$ cat config.mk
export PLATFORM = sky130hd
export DESIGN_NAME = nand_sector_ecc_result_regs
export DESIGN_NICKNAME = d
export VERILOG_FILES = /design/src/nand_ecc_pkg.sv /design/src/sector_ecc_unit.sv /design/src/nand_sector_ecc_result_regs.sv
export VERILOG_INCLUDE_DIRS = /design/src
export SDC_FILE = /design/constraint.sdc
export NUM_CORES = 1
export LEC_CHECK = 0
export BUFFER_PORTS_ARGS = -buffer_cell sky130_fd_sc_hd__buf_2
export CAP_MARGIN = 20
export CORE_MARGIN = 2
export CORE_UTILIZATION = 54
export CTS_CLUSTER_DIAMETER = 80
export DETAILED_ROUTE_END_ITERATION = 7
export PLACE_DENSITY = 0.74
export SLEW_MARGIN = 10
export SYNTH_ARGS = -nofsm -noshare
export SYNTH_HDL_FRONTEND = slang
export SYNTH_SLANG_ARGS = --single-unit
$ cat constraint.sdc
create_clock -name aclk -period 2.8 [get_ports aclk]
set_input_delay 0.42 -clock aclk [delete_from_list [all_inputs] [get_ports aclk]]
set_output_delay 0.42 -clock aclk [all_outputs]
set_load 0.05 [all_outputs]
$ cat src/nand_ecc_consts.svh
// Offsets, field positions, sector geometry and reset values of the sector result register block
`ifndef NAND_ECC_CONSTS_SVH
`define NAND_ECC_CONSTS_SVH

// Register byte offsets
`define OFF_SECTOR3_RESULT   8'h00
`define OFF_SECTOR4_RESULT   8'h04
`define OFF_SECTOR5_RESULT   8'h08
`define OFF_SECTOR6_RESULT   8'h0C
`define OFF_SECTOR7_RESULT   8'h10
`define OFF_SECTOR8_RESULT   8'h14
`define OFF_SECTOR9_RESULT   8'h18
`define OFF_ECC_CTRL         8'h20
`define OFF_ECC_EXPECT       8'h24
`define OFF_ECC_STATUS       8'h28
`define OFF_ECC_MASK         8'h2C

// Result register field positions
`define FLD_BIT_LSB          0
`define FLD_BIT_MSB          2
`define FLD_WORD_LSB         3
`define FLD_WORD_MSB         10
`define FLD_CHECK_LSB        12
`define FLD_CHECK_MSB        22

// Control, expect and status field positions
`define FLD_CTRL_ENABLE      0
`define FLD_CTRL_CLEAR       1
`define FLD_EXP_SEL_LSB      16
`define FLD_EXP_SEL_MSB      19
`define FLD_ST_PAGE_DONE     0
`define FLD_ST_ERR_FOUND     1

// Sector geometry
`define SECTOR_FIRST         4'h3
`define SECTOR_LAST          4'h9
`define SECTOR_LAST_BYTE     12'h9FF

// Reset values
`define RST_CTRL             1'h1
`define RST_STATUS           2'h0
`define RST_MASK             2'h0
`define RST_CHECK            11'h000

`endif

$ cat src/nand_ecc_pkg.sv
// Types shared by the sector result register block
package nand_ecc_pkg;
	typedef logic [10:0] check_t;
	typedef logic [1:0]  resp_t;
	typedef logic [1:0]  event_t;
	localparam resp_t RESP_OKAY   = 2'h0;
	localparam resp_t RESP_SLVERR = 2'h2;
endpackage

$ cat src/sector_ecc_unit.sv
// One 256-byte sector: check value accumulator and single bit error locator
`timescale 1ns/100ps
`include "nand_ecc_consts.svh"
module sector_ecc_unit import nand_ecc_pkg::*; #(
	parameter logic [3:0] SECTOR = 4'h3
) (
	input  wire logic        aclk,
	input  wire logic        aresetn,
	input  wire logic        clear,
	input  wire logic        byte_valid,
	input  wire logic [11:0] byte_addr,
	input  wire logic [7:0]  byte_data,
	input  wire logic        load_expect,
	input  wire check_t      expect_value,
	output check_t           check_q,
	output check_t           location_q
);

	logic   in_sector;
	check_t check_d;

	// Each set data bit contributes its own {word, bit} position
	function automatic check_t byte_parity(input logic [7:0] waddr, input logic [7:0] data);
		check_t acc;
		acc = `RST_CHECK;
		for (int b = 0; b < 8; b++) begin
			if (data[b]) begin
				acc = acc ^ {waddr, 3'(b)};
			end
		end
		return acc;
	endfunction

	assign in_sector = byte_valid && (byte_addr[11:8] == SECTOR);
	assign check_d   = check_q ^ byte_parity(byte_addr[7:0], byte_data);

	// Check value accumulates over the sector's 256 bytes only
	always_ff @(posedge aclk) begin
		if (!aresetn || clear) begin
			check_q <= `RST_CHECK;
		end else if (in_sector) begin
			check_q <= check_d;
		end
	end

	// A single flipped bit makes the difference equal to its own position;
	// a flip of bit 0 of word 0 cannot be told from no error at all
	always_ff @(posedge aclk) begin
		if (!aresetn || clear) begin
			location_q <= `RST_CHECK;
		end else if (load_expect) begin
			location_q <= check_q ^ expect_value;
		end
	end
endmodule

$ cat src/nand_sector_ecc_result_regs.sv
// Sector three to nine ECC result registers with AXI4-Lite slave and interrupt
//
// The placing of the registers and the AXI4-Lite register port were chosen for this implementation.
`timescale 1ns/100ps
`include "nand_ecc_consts.svh"
module nand_sector_ecc_result_regs import nand_ecc_pkg::*; (
	input  wire logic        aclk,
	input  wire logic        aresetn,
	input  wire logic        awvalid,
	output logic             awready,
	input  wire logic [7:0]  awaddr,
	input  wire logic [2:0]  awprot,
	input  wire logic        wvalid,
	output logic             wready,
	input  wire logic [31:0] wdata,
	input  wire logic [3:0]  wstrb,
	output logic             bvalid,
	input  wire logic        bready,
	output logic [1:0]       bresp,
	input  wire logic        arvalid,
	output logic             arready,
	input  wire logic [7:0]  araddr,
	input  wire logic [2:0]  arprot,
	output logic             rvalid,
	input  wire logic        rready,
	output logic [31:0]      rdata,
	output logic [1:0]       rresp,
	input  wire logic        page_start,
	input  wire logic        byte_valid,
	input  wire logic [7:0]  byte_data,
	output logic             irq
);

	// Bus state
	logic        aw_have_q;
	logic [7:0]  aw_addr_q;
	logic        w_have_q;
	logic [31:0] w_data_q;
	logic [3:0]  w_strb_q;
	logic        bvalid_q;
	resp_t       bresp_q;
	logic        rvalid_q;
	logic [31:0] rdata_q;
	resp_t       rresp_q;
	logic        do_write;
	logic        wr_hit;
	logic        rd_hit;
	logic [31:0] rd_value;

	// Block state
	logic        ctrl_enable_q;
	logic        clear_pulse;
	event_t      status_q;
	event_t      mask_q;
	event_t      event_set;
	logic [11:0] byte_addr_q;
	logic        byte_take;
	logic        load_expect;
	logic [3:0]  expect_sel;
	check_t      expect_value;
	check_t      check_w [`SECTOR_FIRST:`SECTOR_LAST];
	check_t      loc_w   [`SECTOR_FIRST:`SECTOR_LAST];
	logic        loc_nonzero;

	// Handshake outputs come straight from the holding flags
	assign awready = !aw_have_q && !bvalid_q;
	assign wready  = !w_have_q && !bvalid_q;
	assign arready = !rvalid_q;
	assign bvalid  = bvalid_q;
	assign bresp   = bresp_q;
	assign rvalid  = rvalid_q;
	assign rdata   = rdata_q;
	assign rresp   = rresp_q;
	assign do_write = aw_have_q && w_have_q && !bvalid_q;

	// Address and data are captured independently so either may come first
	always_ff @(posedge aclk) begin
		if (!aresetn) begin
			aw_have_q <= 1'b0;
			aw_addr_q <= 8'h00;
		end else if (awvalid && awready) begin
			aw_have_q <= 1'b1;
			aw_addr_q <= awaddr;
		end else if (do_write) begin
			aw_have_q <= 1'b0;
		end
	end

	always_ff @(posedge aclk) begin
		if (!aresetn) begin
			w_have_q <= 1'b0;
			w_data_q <= 32'h0000_0000;
			w_strb_q <= 4'h0;
		end else if (wvalid && wready) begin
			w_have_q <= 1'b1;
			w_data_q <= wdata;
			w_strb_q <= wstrb;
		end else if (do_write) begin
			w_have_q <= 1'b0;
		end
	end

	// Result registers are read-only, so writing one earns an error response
	always_comb begin
		unique case (aw_addr_q)
			`OFF_ECC_CTRL, `OFF_ECC_EXPECT, `OFF_ECC_STATUS, `OFF_ECC_MASK: wr_hit = 1'b1;
			default: wr_hit = 1'b0;
		endcase
	end

	always_ff @(posedge aclk) begin
		if (!aresetn) begin
			bvalid_q <= 1'b0;
			bresp_q  <= RESP_OKAY;
		end else if (do_write) begin
			bvalid_q <= 1'b1;
			bresp_q  <= wr_hit ? RESP_OKAY : RESP_SLVERR;
		end else if (bready) begin
			bvalid_q <= 1'b0;
		end
	end

	// Control: enable gates accumulation, clear is a self-clearing strobe
	assign clear_pulse = page_start ||
		(do_write && aw_addr_q == `OFF_ECC_CTRL && w_strb_q[0] && w_data_q[`FLD_CTRL_CLEAR]);

	always_ff @(posedge aclk) begin
		if (!aresetn) begin
			ctrl_enable_q <= `RST_CTRL;
		end else if (do_write && aw_addr_q == `OFF_ECC_CTRL && w_strb_q[0]) begin
			ctrl_enable_q <= w_data_q[`FLD_CTRL_ENABLE];
		end
	end

	// Byte counter over the page; the sector is its upper nibble
	assign byte_take = byte_valid && ctrl_enable_q;

	always_ff @(posedge aclk) begin
		if (!aresetn || page_start) begin
			byte_addr_q <= 12'h000;
		end else if (byte_take) begin
			byte_addr_q <= 12'(byte_addr_q + 12'h001);
		end
	end

	// Software hands back the stored check value of one sector to locate errors
	assign load_expect  = do_write && aw_addr_q == `OFF_ECC_EXPECT && w_strb_q[0];
	assign expect_sel   = w_data_q[`FLD_EXP_SEL_MSB:`FLD_EXP_SEL_LSB];
	assign expect_value = w_data_q[10:0];

	genvar g;
	generate
		for (g = `SECTOR_FIRST; g <= `SECTOR_LAST; g++) begin : g_sector
			sector_ecc_unit #(
				.SECTOR       (4'(g))
			) u_unit (
				.aclk         (aclk),
				.aresetn      (aresetn),
				.clear        (clear_pulse),
				.byte_valid   (byte_take),
				.byte_addr    (byte_addr_q),
				.byte_data    (byte_data),
				.load_expect  (load_expect && expect_sel == 4'(g)),
				.expect_value (expect_value),
				.check_q      (check_w[g]),
				.location_q   (loc_w[g])
			);
		end
	endgenerate

	// Events: last byte of the page, and a nonzero location after a compare
	assign loc_nonzero = (expect_sel >= `SECTOR_FIRST) && (expect_sel <= `SECTOR_LAST) &&
		((check_w[expect_sel] ^ expect_value) != `RST_CHECK);
	assign event_set[`FLD_ST_PAGE_DONE] = byte_take && byte_addr_q == `SECTOR_LAST_BYTE;
	assign event_set[`FLD_ST_ERR_FOUND] = load_expect && loc_nonzero;

	// Sticky status, write one to clear; a set in the same cycle wins
	always_ff @(posedge aclk) begin
		if (!aresetn) begin
			status_q <= `RST_STATUS;
		end else if (do_write && aw_addr_q == `OFF_ECC_STATUS && w_strb_q[0]) begin
			status_q <= (status_q & ~w_data_q[1:0]) | event_set;
		end else begin
			status_q <= status_q | event_set;
		end
	end

	always_ff @(posedge aclk) begin
		if (!aresetn) begin
			mask_q <= `RST_MASK;
		end else if (do_write && aw_addr_q == `OFF_ECC_MASK && w_strb_q[0]) begin
			mask_q <= w_data_q[1:0];
		end
	end

	assign irq = |(status_q & mask_q);

	// Result word: reserved and zero bits are packed as constant zeros
	function automatic logic [31:0] pack_result(input check_t chk, input check_t loc);
		return {8'h00, 1'b0, chk, 1'b0, loc};
	endfunction

	// Read decode; each result offset is tied to its own sector
	always_comb begin
		rd_hit   = 1'b1;
		rd_value = 32'h0000_0000;
		unique case (araddr)
			`OFF_SECTOR3_RESULT: rd_value = pack_result(check_w[3], loc_w[3]);
			`OFF_SECTOR4_RESULT: rd_value = pack_result(check_w[4], loc_w[4]);
			`OFF_SECTOR5_RESULT: rd_value = pack_result(check_w[5], loc_w[5]);
			`OFF_SECTOR6_RESULT: rd_value = pack_result(check_w[6], loc_w[6]);
			`OFF_SECTOR7_RESULT: rd_value = pack_result(check_w[7], loc_w[7]);
			`OFF_SECTOR8_RESULT: rd_value = pack_result(check_w[8], loc_w[8]);
			`OFF_SECTOR9_RESULT: rd_value = pack_result(check_w[9], loc_w[9]);
			`OFF_ECC_CTRL:       rd_value = {31'h0000_0000, ctrl_enable_q};
			`OFF_ECC_STATUS:     rd_value = {30'h0000_0000, status_q};
			`OFF_ECC_MASK:       rd_value = {30'h0000_0000, mask_q};
			`OFF_ECC_EXPECT:     rd_value = 32'h0000_0000;
			default:             rd_hit   = 1'b0;
		endcase
	end

	// Read data is registered: one cycle from address to answer
	always_ff @(posedge aclk) begin
		if (!aresetn) begin
			rvalid_q <= 1'b0;
			rdata_q  <= 32'h0000_0000;
			rresp_q  <= RESP_OKAY;
		end else if (arvalid && arready) begin
			rvalid_q <= 1'b1;
			rdata_q  <= rd_value;
			rresp_q  <= rd_hit ? RESP_OKAY : RESP_SLVERR;
		end else if (rready) begin
			rvalid_q <= 1'b0;
		end
	end
endmodule

# Yosys cells after proc, flatten, opt, wreduce, memory -nomap -nowiden
# Cells that the tools add are included.
[classes]
n_eq_ne = 29
n_reduce_logical = 52
n_lt_le_gt_ge = 3
n_addsub = 1
mux = 24
bitwise_logic = 28
[ops]
columns = ["operator", "count"]
rows = [
  ["11-bit bitwise XOR", 22],
  ["23-bit one-hot mux with 10 select lines", 1],
  ["11-bit two-way mux", 10],
  ["8-bit by 6-bit == test with 1-bit output (second input constant)", 8],
  ["11-bit binary-select mux with 4-bit select", 1],
  ["1-bit logical AND", 35],
  ["4-bit by 3-bit == test with 1-bit output (second input constant)", 8],
  ["8-bit by 5-bit == test with 1-bit output (second input constant)", 3],
  ["4-bit == test (second input constant)", 4],
  ["8-bit by 4-bit == test with 1-bit output (second input constant)", 2],
  ["12-bit by 1-bit adder with 12-bit output (second input constant)", 1],
  ["12-bit == test (second input constant)", 1],
  ["11-bit nonzero test", 1],
  ["11-bit OR reduction", 1],
  ["1-bit two-way mux", 9],
  ["4-bit by 2-bit == test with 1-bit output (second input constant)", 2],
  ["8-bit by 3-bit == test with 1-bit output (second input constant)", 1],
  ["8-bit logical NOT", 1],
  ["2-bit nonzero test", 4],
  ["2-bit two-way mux", 3],
  ["5-bit >= comparator (second input constant)", 1],
  ["1-bit logical NOT", 5],
  ["4-bit NOT with 5-bit output", 1],
  ["2-bit AND", 2],
  ["7 further kinds", 10],
]
[word_totals]
in_bits = 75
output_inout_bits = 42
reg_bits = 240

# Logic depth before layout (Yosys ltp)
[logic_depth]
word_depth = 16
depth_mapped = 9
mapped_depth_nobuf = 6

# Modules after synthesis
# Synthesis repeated with hierarchy kept, for this count alone.
[unflattened]
hier_cells = 1450
area_unflattened_um2 = 12593.3
[by_module_without_submodules]
columns = ["module", "area_per_inst_um2", "seq_area_each_um2", "instances", "cells_per_inst"]
rows = [
  ["nand_sector_ecc_result_regs", 5182.5, 1381.3, 1, 627],
  ["sector_ecc_unit at g_sector[5].u_unit ...", 1062.3, 440.4, 3, 118],
  ["sector_ecc_unit at g_sector[4].u_unit ...", 1052.3, 440.4, 2, 117],
  ["sector_ecc_unit at g_sector[7].u_unit", 1063.5, 440.4, 1, 118],
  ["sector_ecc_unit at g_sector[3].u_unit", 1056.0, 440.4, 1, 117],
]

# Least setup slack after synthesis
# OpenSTA, ideal clock, no wires.
[synth_path]
path_type = "reg-to-reg"
from = "register aw_addr_q[4]"
to = "register g_sector[5].u_unit.location_q[1]"
stages_incl_launch_ff = 8
synth_period_minus_slack_ns = 2.548
setup_ns = 0.128
arrival_time_ns = 2.421
slack_ns = 0.252
cell_sequence = "dfxtp_1 > or4b_1 > or4_4 > or3b_4 > nor4_4 > buf_6 > mux2i_1 > nor2_1"
[synth_via]
elab_chain_cells = 6
elab_cells_between_ends = 10
[synth_rtl]
columns = ["element", "line_no", "text"]
rows = [
  ["start: declaration", "nand_sector_ecc_result_regs.sv:36", "logic [7:0] aw_addr_q;"],
  ["start signal: assignment", "nand_sector_ecc_result_regs.sv:83", "aw_addr_q <= awaddr;"],
  ["8-bit by 6-bit == test with 1-bit output", "n/a", ""],
  ["1-bit logical AND (no source line)", "n/a", ""],
  ["1-bit logical AND (2 in series)", "nand_sector_ecc_result_regs.sv:125", "(do_write && aw_addr_q == `OFF_ECC_CTRL && w_strb_q[0] && w_data_q[`FLD_CTRL_CLEAR]);"],
  ["1-bit logical OR", "nand_sector_ecc_result_regs.sv:124", "assign clear_pulse = page_start ||"],
  ["1-bit logical OR", "sector_ecc_unit.sv:49", "if (!aresetn || clear) begin"],
  ["end signal: assignment", "sector_ecc_unit.sv:50", "location_q <= `RST_CHECK;"],
  ["end signal: assignment", "sector_ecc_unit.sv:52", "location_q <= check_q ^ expect_value;"],
  ["end: declaration", "sector_ecc_unit.sv:16", "output check_t location_q"],
]
# Parallel ways exist; a longest one is shown, timed or not.
# A chain may end at the register's enable or synchronous reset.

# Worst setup path after layout
[layout_path]
from = "register aw_addr_q[4]"
to = "register g_sector[5].u_unit.location_q[3]"
# Same word-level chain as after synthesis.

==> impl_metrics.csv <==
group,metric,value,unit
status,status,"finished with violations",
status,violations,"design-rule violations",
synth,synth.lib_cells_used.distinct,59,
global_route,first_global_vias,9336,
clocking,cts.clk_slew.worst_paths,0.06,ns
clocking,root_buffer,"clkbuf_16",
placement,place_inst,1595,
final_layout,area_growth,15.49,%
timing,rsz0062_at_grt,"no",
power,p_leak,4.499,nW
drt,dr_wl_met2,14390,microns
timing,setup_violations,0,
critical_path,cp-end-kind,"register",
timing,worst_pin_slew,0.9060,ns
critical_path,crit_arrival,3.12,ns
synth,synth_edf_count,0,
timing,fin_skew,0.01304,ns
drt,drcViolationCount,4,
power,ir_worst_vdd,0.3103,mV
synth,synthCells,1293,
synth,synthFlopType,"dfxtp_1",
drt,wl_per_cell,19.93,microns
drt,first_pass_iters,8,
floorplan,coreArea,20230,sq um
placement,placed_area,12020,sq um
flow_run,max_cap_violations,0,
timing,slew_headroom,0.3917,
clocking,cts_sinks,223,
hold_path,hp-class,"in2reg",
critical_path,cp_max_fo,11,
timing,final.setup.tns,0,ns
drt,viasPerCell,5.923,
drt,top_layer,"met4",
critical_path,crit_type,"reg2reg",
floorplan,num_io_pins,117,
timing,period_needed,2.716,ns
timing,min_period_over_period,0.9701,
critical_path,start_kind,"register",
synth,yosys.area.top_type,"dfxtp_1",
drt,wl_met1,13680,microns
floorplan,num_rows,52,
global_route,antenna_found_initial,0,
drt,wl_met3,3165,microns
synth,synthTopCellsByArea,"dfxtp_1 (40%), xor2_1 (8.5%), nor2_1 (6.3%), xnor2_1 (5.8%), nand2_1 (4.6%)",
synth,post_synth_instance_area,11110,sq um
placement,gp_congestion,0.9912,
clocking,insertion_delay,0.53,ns
global_route,grt_use_total,0.2991,
floorplan,initial_core_util,0.5490,
drt,dr.first_iter.drc_count,942,
synth,synth_top_area_frac,0.4018,
clocking,numCtsBuffers,24,
drt,num_vias,9702,
final_layout,regArea,4464,sq um
clocking,cts_tree,"built",
final_layout,fin_cells,1638,
final_layout,antenna_cells,0,
floorplan,die-width,147.4,microns
floorplan,die_area,21740,sq um
synth,synth.most_common_cell,"dfxtp_1",
clocking,cts_resized,0,
clocking,post-cts-setup-buffers,0,
synth,ys_seq_elements,223,
final_layout,layout-drive-gt1-share,0.1615,
synth,synth_common_cells,"dfxtp_1 (223), nor2_1 (185), nand2_1 (137)",
synth,yosysSeqAreaShare,0.4018,
global_route,grt_max_degree,57,
synth,synth-warning-count,0,
clocking,cts_hold_buffers,0,
clocking,clk_path_buf_depth,3,
clocking,htreeDepth,1,
synth,async_flop_share,0,
placement,place_hpwl,22810,microns
drt,wirelength,32640,microns
final_layout,final_area,12830,sq um
global_route,grt_pass1_wl,51290,microns
final_layout,n_fill_cell,1665,
global_route,overflow,0,
placement,port_buffers,78,
timing,maxSlewViolCount,0,
timing,clock.fmax,0.3682,GHz
critical_path,cp.required,3.20,ns
final_layout,final_nets,1427,
power,p_per_area,576.6,nW/um^2
timing,final_hold_viol_count,0,
drt,drtAntennaViolNets,0,
floorplan,die_y,147.4,microns
final_layout,multi_input_area,6187,sq um
synth,synth.avg_cell_area,8.592,sq um
-- power breakdown --
group,switching (mW),internal (mW)
Clock,1.29,1.97
Combinational,0.589,0.268
Sequential,0.0592,3.23
Total,1.94,5.46
-- logic make-up (layout without fill, tap and decap cells) --
kind of cell / Yosys count / in the layout / synth area share
AOI/OAI and AO/OA: 224 / 224 / 0.1385
xor gates and xnor gates: 181 / 181 / 0.1427
adders and majority gates: 1 / 1 / 0.001126
buffers and inverters: 127 / 191 / 0.04933
DFF: 223 / 223 / 0.4018
muxes: 69 / 69 / 0.07850
other: 1 / 12 / 0.0003376
and+or+nand+nor: 467 / 467 / 0.1876
-- final cells by class --
cell class | instances | share of cell area
timing repair buffer | 138 | 0.07724
sequential | 223 | 0.3480
tap | 270 | 0.02633
clock buffer | 36 | 0.05666
clock inverter | 7 | 0.006632
multi-input combinational | 954 | 0.4823
inverter | 10 | 0.002926
-- sequential cells by signal, summed over array words and instances, names as in the netlist, 2 cells and up --
register,flops
aw_addr_q,8
byte_addr_q,12
g_sector.u_unit.check_q,77
g_sector.u_unit.location_q,77
mask_q,2
rdata,22
status_q,2
w_data_q,15
-- metal layers --
layer / GRT usage / up-vias
met5: 0 / -
met4: 0.1269 / 0
met3: 0.06049 / 91
met2: 0.4687 / 466
met1: 0.4042 / 4586
li1: - / 4559
-- path summary, 6_finish.rpt --
check,startpoint,endpoint,slack [ns],depth (start not counted)
worst max-delay path,aw_addr_q[4],g_sector[5].u_unit.location_q[3],0.08,7
worst max register to register,aw_addr_q[4],g_sector[5].u_unit.location_q[3],0.08,7
worst min register to register,g_sector[4].u_unit.location_q[9],g_sector[4].u_unit.location_q[9],0.46,2
worst min-delay path,wstrb[0],w_strb_q[0],0.13,3
-- through the flow --
step | hold slack [ns] | worst slack, ns | power (mW) | util
2_1_floorplan | 0.4287 | 0.2516 | 3.936 | -
3_3_place_gp | 0.4379 | 0.1465 | 4.186 | 0.5939
3_5_place_dp | 0.4436 | 0.08619 | 4.197 | 0.5939
4_1_cts | 0.1248 | 0.08367 | 7.402 | 0.6341
5_1_grt | 0.1539 | 0.007901 | 7.593 | 0.6341
6_report | 0.1345 | 0.08377 | 7.397 | 0.6341
-- layout by cell type, fill, tap and decap left out, types with 4 or more instances in the layout --
cell type / count
a211oi_1: 60
a21boi_0: 23
a21oi_1: 37
a221oi_1: 21
a22oi_1: 17
a31oi_1: 13
and2_1: 8
buf_12: 12
buf_2: 78
buf_4: 48
clkbuf_1: 5
clkbuf_16: 25
clkbuf_8: 6
clkinv_2: 5
conb_1: 12
dfxtp_1: 223
inv_1: 9
mux2_2: 15
mux2i_1: 41
mux4_2: 13
nand2_1: 137
nand2b_1: 5
nand3_1: 63
nand4_1: 10
nor2_1: 185
nor2b_1: 4
nor3_1: 18
nor3b_1: 5
nor4_2: 4
o21ai_0: 29
o22ai_1: 7
or3_1: 5
xnor2_1: 72
xor2_1: 108
-- worst max-delay path, stage by stage (launching register included) --
cell and delay, ns:
dfxtp_1 0.30, or4b_1 0.57, or4_4 0.54, or3b_4 0.43, nor4_4 0.28, buf_12 0.21
mux2i_1 0.21, nor2_1 0.05
(Power assumes the default switching activity.)
